<file path="src/common/cws_pkg.sv">
// constants, field layout and state types of the control write sequencer
// assumes: one 25 MHz clock, registers reached as 32-bit words over avalon-mm
`default_nettype none

package cws_pkg;

  ////////////////////////////////////////////////////////////////////////////
  // register indices, byte address is four times the index
  localparam logic [7:0] IDX_LOAD = 8'h6C;
  localparam logic [7:0] IDX_TARGET = 8'h6D;
  localparam logic [7:0] IDX_VALUE = 8'h6E;
  localparam logic [7:0] IDX_LAUNCH = 8'h6F;
  localparam logic [7:0] IDX_STATUS = 8'h70;

  ////////////////////////////////////////////////////////////////////////////
  // field positions inside the 16-bit registers
  localparam int unsigned LOAD_SLOT_LSB = 0;
  localparam int unsigned TGT_WIDTH_LSB = 12;
  localparam int unsigned TGT_START_LSB = 8;
  localparam int unsigned TGT_ADDR_LSB = 0;
  localparam int unsigned VAL_LAST_BIT = 14;
  localparam int unsigned VAL_WAIT_LSB = 8;
  localparam int unsigned VAL_DATA_LSB = 0;
  localparam int unsigned LAUNCH_CANCEL_BIT = 9;
  localparam int unsigned LAUNCH_GO_BIT = 8;
  localparam int unsigned LAUNCH_FIRST_LSB = 0;
  localparam int unsigned STATUS_NOW_LSB = 4;
  localparam int unsigned STATUS_RUN_BIT = 0;
  // a stored step is {value/timing word, target word}
  localparam int unsigned STEP_HI_BASE = 16;

  ////////////////////////////////////////////////////////////////////////////
  // slot map and fixed slot contents
  localparam logic [5:0] RAM_SLOTS = 6'h20;
  // every fixed slot, and every reserved one, is a last step writing 0 to bit 0 of reg ff
  localparam logic [31:0] ROM_STEP = 32'h4000_00FF;

  ////////////////////////////////////////////////////////////////////////////
  // timing
  localparam int unsigned STEP_UNIT_NS = 62500;
  localparam int unsigned CLK_PERIOD_NS = 40;
  // unit is 1562.5 cycles, so keep twice it to stay integral
  localparam int unsigned STEP_UNIT_X2_CYC = (2 * STEP_UNIT_NS + CLK_PERIOD_NS - 1) /
    CLK_PERIOD_NS;
  localparam logic [31:0] STEP_FIXED_CYC = 32'h0000_0003;

  ////////////////////////////////////////////////////////////////////////////
  // state
  typedef enum logic [1:0] {S_IDLE, S_LOAD, S_WRITE, S_WAIT} cws_state_t;

  typedef struct packed {
    cws_state_t state;
    logic [5:0] slot;
    logic [5:0] now_slot;
    logic go;
    logic [4:0] load_slot;
    logic [5:0] first_slot;
    logic [15:0] word_tgt;
    logic [15:0] word_val;
    logic [31:0] step;
    logic [26:0] wait_cnt;
    logic ack;
    logic [31:0] rdata;
    logic we;
    logic [7:0] waddr;
    logic [15:0] wdata;
  } cws_seq_t;

  localparam cws_seq_t SEQ_RESET = '{state: S_IDLE, default: '0};

  typedef struct packed {
    logic [31:0][31:0] ram;
  } cws_ram_t;

  localparam cws_ram_t RAM_RESET = '{default: '0};

endpackage

`default_nettype wire

</file>
<file path="src/common/cws_store_if.sv">
// link between the sequencer and its step store
// assumes: both ends on the same clock
`default_nettype none

interface cws_store_if;
  logic wr_lo;
  logic wr_hi;
  logic [4:0] wr_slot;
  logic [15:0] wr_data;
  logic [5:0] rd_slot;
  logic [31:0] rd_word;

  modport ctrl (output wr_lo, output wr_hi, output wr_slot, output wr_data,
                output rd_slot, input rd_word);
  modport store (input wr_lo, input wr_hi, input wr_slot, input wr_data,
                 input rd_slot, output rd_word);
endinterface

`default_nettype wire

</file>
<file path="src/hdl/cws_sequencer.sv">
// control write sequencer: register slave, step execution, control register port
// assumes: avalon-mm master on ref_clk_i; control register bank reads combinationally
//
// Overview of operation
// - step width code at 14:12 gives field width as code plus one bits.
// - step start code at 11:8 puts the field lsb at bit 0 to 15.
// - step bits 7:0 name the control register written by the step.
// - second word bit 14 marks the last step; halt after it, else continue.
// - each step lasts 62.5 us times (2 to the power D plus 8) in total.
// - value bits above the chosen width are ignored.
// - writing one to cancel bit 9 stops the sequence at once.
// - writing one to go bit 8 starts at the first-slot field.
// - run consecutive steps until the last one, then clear go.
// - first slot 0-31 is ram, 32-48 fixed, 49-63 reserved.
// - status bits 9:4 show the slot of the step most recently loaded for execution.
// - status bit 0 is one while running, zero when idle.
// - control register writes from the bus are refused while running.
// - step word writes are copied into the slot named by the load field.
`default_nettype none

module cws_sequencer #(
  parameter int unsigned STEP_UNIT_X2_CYC = cws_pkg::STEP_UNIT_X2_CYC // two step units
) (
  input wire logic ref_clk_i, // 25 MHz clock
  input wire logic rst_n_i, // synchronous reset, active low
  input wire logic [9:0] avs_address_i, // byte address
  input wire logic avs_read_i, // read request
  input wire logic avs_write_i, // write request
  input wire logic [3:0] avs_byteenable_i, // byte lanes
  input wire logic [31:0] avs_writedata_i, // write data
  output logic [31:0] avs_readdata_o, // read data
  output logic avs_waitrequest_o, // stall
  output logic [7:0] ctl_raddr_o, // control bank read address
  input wire logic [15:0] ctl_rdata_i, // control bank read data
  output logic ctl_we_o, // control bank write strobe
  output logic [7:0] ctl_waddr_o, // control bank write address
  output logic [15:0] ctl_wdata_o // control bank write data
);

  cws_store_if store_bus ();

  cws_pkg::cws_seq_t q;
  cws_pkg::cws_seq_t next_q;

  logic req;
  logic take;
  logic running;
  logic [7:0] idx;
  logic [15:0] view;
  logic [15:0] merged;
  logic [2:0] st_width;
  logic [3:0] st_start;
  logic [7:0] st_addr;
  logic st_last;
  logic [3:0] st_wait;
  logic [7:0] st_value;
  logic [15:0] width_mask;
  logic [15:0] field_mask;
  logic [15:0] field_bits;
  logic [31:0] step_total;
  logic [31:0] wait_load;

  ////////////////////////////////////////////////////////////////////////////
  // step store
  cws_step_store u_store (
    .ref_clk_i(ref_clk_i),
    .rst_n_i(rst_n_i),
    .bus(store_bus.store)
  );

  function automatic logic [15:0] be_merge(input logic [15:0] old_v,
                                           input logic [15:0] new_v,
                                           input logic [1:0] be);
    be_merge = {be[1] ? new_v[15:8] : old_v[15:8], be[0] ? new_v[7:0] : old_v[7:0]};
  endfunction

  ////////////////////////////////////////////////////////////////////////////
  // bus decode and register view
  always_comb begin
    req = avs_read_i | avs_write_i;
    take = req & q.ack;
    idx = avs_address_i[9:2];
    running = (q.state != cws_pkg::S_IDLE);
    view = 16'h0000;
    case (idx)
      cws_pkg::IDX_LOAD: begin
        view[cws_pkg::LOAD_SLOT_LSB +: 5] = q.load_slot;
      end
      cws_pkg::IDX_TARGET: begin
        view = q.word_tgt;
      end
      cws_pkg::IDX_VALUE: begin
        view = q.word_val;
      end
      cws_pkg::IDX_LAUNCH: begin
        view[cws_pkg::LAUNCH_GO_BIT] = q.go;
        view[cws_pkg::LAUNCH_FIRST_LSB +: 6] = q.first_slot;
      end
      cws_pkg::IDX_STATUS: begin
        view[cws_pkg::STATUS_NOW_LSB +: 6] = q.now_slot;
        view[cws_pkg::STATUS_RUN_BIT] = running;
      end
      default: begin
        view = ctl_rdata_i;
      end
    endcase
    merged = be_merge(view, avs_writedata_i[15:0], avs_byteenable_i[1:0]);
  end

  ////////////////////////////////////////////////////////////////////////////
  // fields of the latched step and its field masks
  always_comb begin
    st_width = q.step[cws_pkg::TGT_WIDTH_LSB +: 3];
    st_start = q.step[cws_pkg::TGT_START_LSB +: 4];
    st_addr = q.step[cws_pkg::TGT_ADDR_LSB +: 8];
    st_last = q.step[cws_pkg::STEP_HI_BASE + cws_pkg::VAL_LAST_BIT];
    st_wait = q.step[cws_pkg::STEP_HI_BASE + cws_pkg::VAL_WAIT_LSB +: 4];
    st_value = q.step[cws_pkg::STEP_HI_BASE + cws_pkg::VAL_DATA_LSB +: 8];
    width_mask = (16'h0002 << st_width) - 16'h0001;
    // bits pushed past bit 15 by a high start position are simply lost
    field_mask = width_mask << st_start;
    field_bits = ({8'h00, st_value} & width_mask) << st_start;
    // total per step in cycles, half cycle rounded up
    step_total = (STEP_UNIT_X2_CYC * ((32'h0000_0001 << st_wait) + 32'h0000_0008) +
      32'h0000_0001) >> 1;
    wait_load = (step_total > cws_pkg::STEP_FIXED_CYC) ?
      (step_total - cws_pkg::STEP_FIXED_CYC) : 32'h0000_0000;
  end

  ////////////////////////////////////////////////////////////////////////////
  // store port
  always_comb begin
    store_bus.rd_slot = q.slot;
    store_bus.wr_slot = q.load_slot;
    store_bus.wr_data = merged;
    store_bus.wr_lo = take & avs_write_i & (idx == cws_pkg::IDX_TARGET);
    store_bus.wr_hi = take & avs_write_i & (idx == cws_pkg::IDX_VALUE);
  end

  ////////////////////////////////////////////////////////////////////////////
  // next state
  always_comb begin
    next_q = q;
    next_q.we = 1'b0;
    // no bus answer is prepared while the bank read port serves a step
    next_q.ack = req & ~q.ack & (q.state != cws_pkg::S_WRITE);
    if (req & ~q.ack & (q.state != cws_pkg::S_WRITE)) begin
      next_q.rdata = {16'h0000, view};
    end

    case (q.state)
      cws_pkg::S_IDLE: begin
        next_q.go = 1'b0;
      end
      cws_pkg::S_LOAD: begin
        next_q.step = store_bus.rd_word;
        next_q.now_slot = q.slot;
        next_q.state = cws_pkg::S_WRITE;
      end
      cws_pkg::S_WRITE: begin
        next_q.we = 1'b1;
        next_q.waddr = st_addr;
        next_q.wdata = (ctl_rdata_i & ~field_mask) | field_bits;
        next_q.wait_cnt = wait_load[26:0];
        next_q.state = cws_pkg::S_WAIT;
      end
      cws_pkg::S_WAIT: begin
        if (q.wait_cnt != 27'h000_0000) begin
          next_q.wait_cnt = q.wait_cnt - 27'h000_0001;
        end else if (st_last) begin
          next_q.state = cws_pkg::S_IDLE;
          next_q.go = 1'b0;
        end else begin
          next_q.slot = q.slot + 6'h01;
          next_q.state = cws_pkg::S_LOAD;
        end
      end
      default: begin
        next_q.state = cws_pkg::S_IDLE;
      end
    endcase

    // host writes come last so a cancel overrides the step in flight
    if (take & avs_write_i) begin
      case (idx)
        cws_pkg::IDX_LOAD: begin
          next_q.load_slot = merged[cws_pkg::LOAD_SLOT_LSB +: 5];
        end
        cws_pkg::IDX_TARGET: begin
          next_q.word_tgt = merged;
        end
        cws_pkg::IDX_VALUE: begin
          next_q.word_val = merged;
        end
        cws_pkg::IDX_LAUNCH: begin
          next_q.first_slot = merged[cws_pkg::LAUNCH_FIRST_LSB +: 6];
          if (merged[cws_pkg::LAUNCH_CANCEL_BIT]) begin
            next_q.state = cws_pkg::S_IDLE;
            next_q.go = 1'b0;
            next_q.we = 1'b0;
            // a dropped step write must not move the bank outputs either
            next_q.waddr = q.waddr;
            next_q.wdata = q.wdata;
          end else if (merged[cws_pkg::LAUNCH_GO_BIT] & ~running) begin
            next_q.slot = merged[cws_pkg::LAUNCH_FIRST_LSB +: 6];
            next_q.go = 1'b1;
            next_q.state = cws_pkg::S_LOAD;
          end
        end
        cws_pkg::IDX_STATUS: begin
          next_q.rdata = q.rdata;
        end
        default: begin
          if (~running) begin
            next_q.we = 1'b1;
            next_q.waddr = idx;
            next_q.wdata = merged;
          end
        end
      endcase
    end
  end

  always_ff @(posedge ref_clk_i) begin
    if (!rst_n_i) begin
      q <= cws_pkg::SEQ_RESET;
    end else begin
      q <= next_q;
    end
  end

  ////////////////////////////////////////////////////////////////////////////
  // outputs
  assign avs_waitrequest_o = req & ~q.ack;
  assign avs_readdata_o = q.rdata;
  assign ctl_raddr_o = (q.state == cws_pkg::S_WRITE) ? st_addr : idx;
  assign ctl_we_o = q.we;
  assign ctl_waddr_o = q.waddr;
  assign ctl_wdata_o = q.wdata;

endmodule // cws_sequencer

`default_nettype wire

</file>
<file path="src/hdl/cws_step_store.sv">
// step store: 32 writable slots plus fixed slots, read combinationally
// assumes: writes come from the sequencer on the same clock
`default_nettype none

module cws_step_store (
  input wire logic ref_clk_i, // 25 MHz clock
  input wire logic rst_n_i, // synchronous reset, active low
  cws_store_if.store bus // write and read port
);

  cws_pkg::cws_ram_t q;
  cws_pkg::cws_ram_t next_q;

  ////////////////////////////////////////////////////////////////////////////
  always_comb begin
    next_q = q;
    if (bus.wr_lo) begin
      next_q.ram[bus.wr_slot][15:0] = bus.wr_data;
    end
    if (bus.wr_hi) begin
      next_q.ram[bus.wr_slot][31:16] = bus.wr_data;
    end
  end

  always_ff @(posedge ref_clk_i) begin
    if (!rst_n_i) begin
      q <= cws_pkg::RAM_RESET;
    end else begin
      q <= next_q;
    end
  end

  // fixed and reserved slots end a sequence at once rather than run wild
  assign bus.rd_word = (bus.rd_slot < cws_pkg::RAM_SLOTS) ? q.ram[bus.rd_slot[4:0]] :
    cws_pkg::ROM_STEP;

endmodule // cws_step_store

`default_nettype wire

</file>
<file path="config.mk">
export PLATFORM = sky130hd
export DESIGN_NAME = cws_sequencer
export DESIGN_NICKNAME = d
export VERILOG_FILES = /design/src/common/cws_pkg.sv /design/src/common/cws_store_if.sv /design/src/hdl/cws_sequencer.sv /design/src/hdl/cws_step_store.sv
export SDC_FILE = /design/constraint.sdc
export NUM_CORES = 2
export LEC_CHECK = 0
export BUFFER_PORTS_ARGS = -buffer_cell sky130_fd_sc_hd__buf_2
export CAP_MARGIN = 20
export CORE_MARGIN = 1
export CORE_UTILIZATION = 55
export DETAILED_ROUTE_END_ITERATION = 10
export PLACE_DENSITY = 0.72
export SYNTH_ARGS = -nofsm -noshare
export SYNTH_HDL_FRONTEND = slang
export SYNTH_SLANG_ARGS = --single-unit
</file>
<file path="constraint.sdc">
create_clock -name ref_clk_i -period 14.3 [get_ports ref_clk_i]
set_input_delay 2.145 -clock ref_clk_i [delete_from_list [all_inputs] [get_ports ref_clk_i]]
set_output_delay 2.145 -clock ref_clk_i [all_outputs]
set_load 0.05 [all_outputs]
</file>
==> impl_metrics.csv <==
group,metric,value,unit
critical_path,r2r-end,"q[65]",
critical_path,worstPathRequired,14.91,ns
critical_path,crit_path_end,"q[65]",
routing,drt_first_pass_iters,6,
routing,wl_per_cell,19.7,um
clocking,clock_sinks,1051,
min_path,hp-start,"u_store.q[928]",
critical_path,r2r-start,"q[110]",
outcome,status,"finished clean",
power,power.leakage,0.0213,uW
synth,yosysSeqAreaShare,40.6,%
global_routing,grt-ovfl-total,0,
place,post-dp-hpwl,92200,um
synth,synth_cells,6515,
clocking,path_clk_slew,0.06,ns
power,power_density,115,nW/um2
finish,drive_gt1_share,10.0,%
place,pre_cts_slack,6.89,ns
clocking,cts_setup_buffers,0,
routing,postRouteAntennaNets,0,
sta,fin_skew,0.0439,ns
routing,vias,45500,
floorplanning,start_util,55.5,%
critical_path,path_max_fanout,18,
synth,synth.most_common_cell,"nor2_1",
min_path,hp-class,"register to register",
synth,ys_warn_count,0,
critical_path,endpoint_kind,"register",
place,post_dp_cell_area,52200,um2
sta,worstMarginPinSlew,1.16,ns
sta,setup_viol,0,
routing,drtIter0Drc,5411,
critical_path,cp.arrival,8.08,ns
sta,period_needed,7.47,ns
synth,synth_area_per_cell,7.95,um2
clocking,ctsResizeCount,0,
routing,drc,0,
clocking,clk_latency,0.71,ns
routing,drt-total-wl,149000,um
critical_path,worstPathCellList,"nand2_1 -> or3_1 -> inv_1 -> ha_1 -> xor2_1 -> ha_1 -> ha_1 -> ha_1 -> xor2_1 -> fa_1 -> inv_1 -> fa_1 -> inv_1 -> ha_1 -> a211oi_1 -> o21bai_1 -> or3_1 -> nand4_1 -> a311oi_1 -> nor4b_4 -> and2_2 -> a41oi_4 -> nand2_1 -> a221oi_1",
synth,synth_area,51800,um2
global_routing,gr-usage-all-layers,30.4,%
synth,synth_edf_count,0,
critical_path,crit_start,"q[110]",
critical_path,crit_path_max_incr_delay,0.59,ns
floorplanning,core_area,93300,um2
finish,final_util,60.3,%
critical_path,rrSetupSlack,6.83,ns
sta,slew_violations,0,
sta,fin_crit_sh,52.2,%
sta,rsz0062_at_grt,"false",
synth,synth.area.top_cells,"dfxtp_1 (41%), nor2_1 (13%), a21oi_1 (11%), mux4_2 (7.2%), nand2_1 (3.5%)",
floorplanning,fp.dieArea,95400,um2
clocking,cts_hold_buf,0,
clocking,cts-root-buf,"clkbuf_16",
synth,ys.flop_type,"dfxtp_1",
clocking,cts_buffers,108,
sta,max_freq,134,MHz
critical_path,critical_path_class,"register to register",
flow_run,drv_cap,0,
floorplanning,die_y,309,um
synth,async_flop_share,0,%
routing,viasPerCell,6.02,
synth,ys_ff_latch,1051,
sta,hold_viol_final,0,
floorplanning,pin_count,132,
place,numPortBuffers,95,
global_routing,grt_pass1_vias,42000,
sta,finalSetupTns,0,ns
floorplanning,die_w,309,um
critical_path,slowest_stage,"dfxtp_1",
finish,final_cell_area,56200,um2
synth,synth_cell_type_count,90,
clocking,clk_path_buf_depth,3,
floorplanning,rows,112,
global_routing,grt_start_max_net_pins,249,
synth,synth_top_cell_by_area,"dfxtp_1",
sta,slew-limit-headroom,23.0,%
sta,setup_slack,6.83,ns
finish,nets,6450,
finish,syn2layout_area_growth,8.59,%
place,routabilityCongestion,0.899,
global_routing,grt_pass1_wl,231000,um
synth,synth_top_area_share,40.6,%
power,ir_drop,0.0000933,V
clocking,h-tree-depth,3,
clocking,cts_tree,"built",
synth,synth_common_cells,"nor2_1 (1,833), a21oi_1 (1,134), dfxtp_1 (1,051), nand2_1 (479), clkbuf_1 (473)",
critical_path,r2r_cells,24,
global_routing,antenna_found_initial,2,
critical_path,crit_path_frequent_cell,"ha_1",
critical_path,cp-start-kind,"register",
-- critical path, delay by kind of cell, from the launching register on --
kind,cells,cell delay (ns)
AO/OA/AOI/OAI,5,1.89
flip-flops,1,0.59
buffers and inverters,3,0.18
AND/OR/NAND/NOR,7,1.54
adder cells (fa/ha/maj),7,2.70
XOR/XNOR,2,0.51
-- layer usage --
metal,vias up,global-route usage [%],routed length (um)
met1,21900,41.7,64400
li1,21500,-,-
met5,-,0,7
met2,1855,48.8,67100
met3,302,4.41,12700
met4,2,11.2,4820
-- how the worst min path moves through the flow --
| stage | to | slack, ns | cells past startpoint |
|---|---|---|---|
| 4_1_cts | u_store.q[493] | 0.45 | 2 |
| 3_5_place_dp | u_store.q[932] | 0.44 | 2 |
| 5_1_grt | u_store.q[449] | 0.47 | 2 |
| 3_3_place_gp | u_store.q[488] | 0.43 | 2 |
| 2_1_floorplan | u_store.q[493] | 0.43 | 2 |
| 6_report | u_store.q[928] | 0.45 | 2 |
-- where the power goes --
part | internal [uW] | switching, uW | leakage (uW)
Sequential | 2950 | 23.1 | 0.00847
Combinational | 134 | 386 | 0.0110
Clock | 1760 | 1210 | 0.00183
Total | 4840 | 1620 | 0.0213
-- kinds of logic after synthesis --
logic type,share of synthesized area [%]
multiplexers,11.5
AND/OR/NAND/NOR,19.8
other,0.0145
flip-flops,40.6
adder cells (fa/ha/maj),4.41
AO/OA/AOI/OAI,16.8
XOR/XNOR,0.998
buffers and inverters,5.79
-- flip-flops by register name, indices dropped and copies added (netlist names) --
signal and count:
u_store.q 896, avs_readdata_o 16, store_bus.rd_slot 6, ctl_wdata_o 16, store_bus.wr_slot 5, q 103
ctl_we_o 1, ctl_waddr_o 8
-- area by class of cell --
cell class | count | area (um2)
Timing Repair Buffer | 176 | 1310
Fill cell | 8175 | 37100
Clock inverter | 36 | 568
Inverter | 133 | 507
Sequential cell | 1051 | 21100
Tap cell | 1254 | 1570
Clock buffer | 156 | 3180
Multi-Input combinational cell | 4756 | 28100
Antenna cell | 1 | 2.50
-- stage by stage --
stage                     instances  hold WS [ns]  total power [uW]
after floorplan                6542         0.428              3430
after global placement         7357         0.434              3540
after detailed placement       7358         0.444              3550
after CTS                      7550         0.452              6470
after global routing           7562         0.469              6650
final                          7563         0.451              6460
-- placed cells by master (no fill, tap or decap), drive strengths merged, types with 10 or more instances in the layout --
| cell type | count |
|---|---|
| mux2 | 62 |
| nor3 | 58 |
| o21ai | 127 |
| nand3 | 62 |
| o21a | 10 |
| ha | 117 |
| or3 | 12 |
| a21o | 22 |
| buf | 176 |
| mux2i | 154 |
| nor2 | 1834 |
| o22ai | 65 |
| dfxtp | 1051 |
| a221oi | 25 |
| and3 | 12 |
| conb | 29 |
| mux4 | 166 |
| nand4 | 13 |
| nor4 | 12 |
| clkbuf | 156 |
| a21oi | 1134 |
| clkinv | 20 |
| xnor2 | 24 |
| o221ai | 41 |
| o211ai | 11 |
| nand2 | 479 |
| bufinv | 12 |
| a31oi | 13 |
| nand2b | 16 |
| inv | 133 |
| and2 | 18 |
| xor2 | 35 |
| fa | 41 |
| a211oi | 38 |
Power figures use the tool's default switching activity.
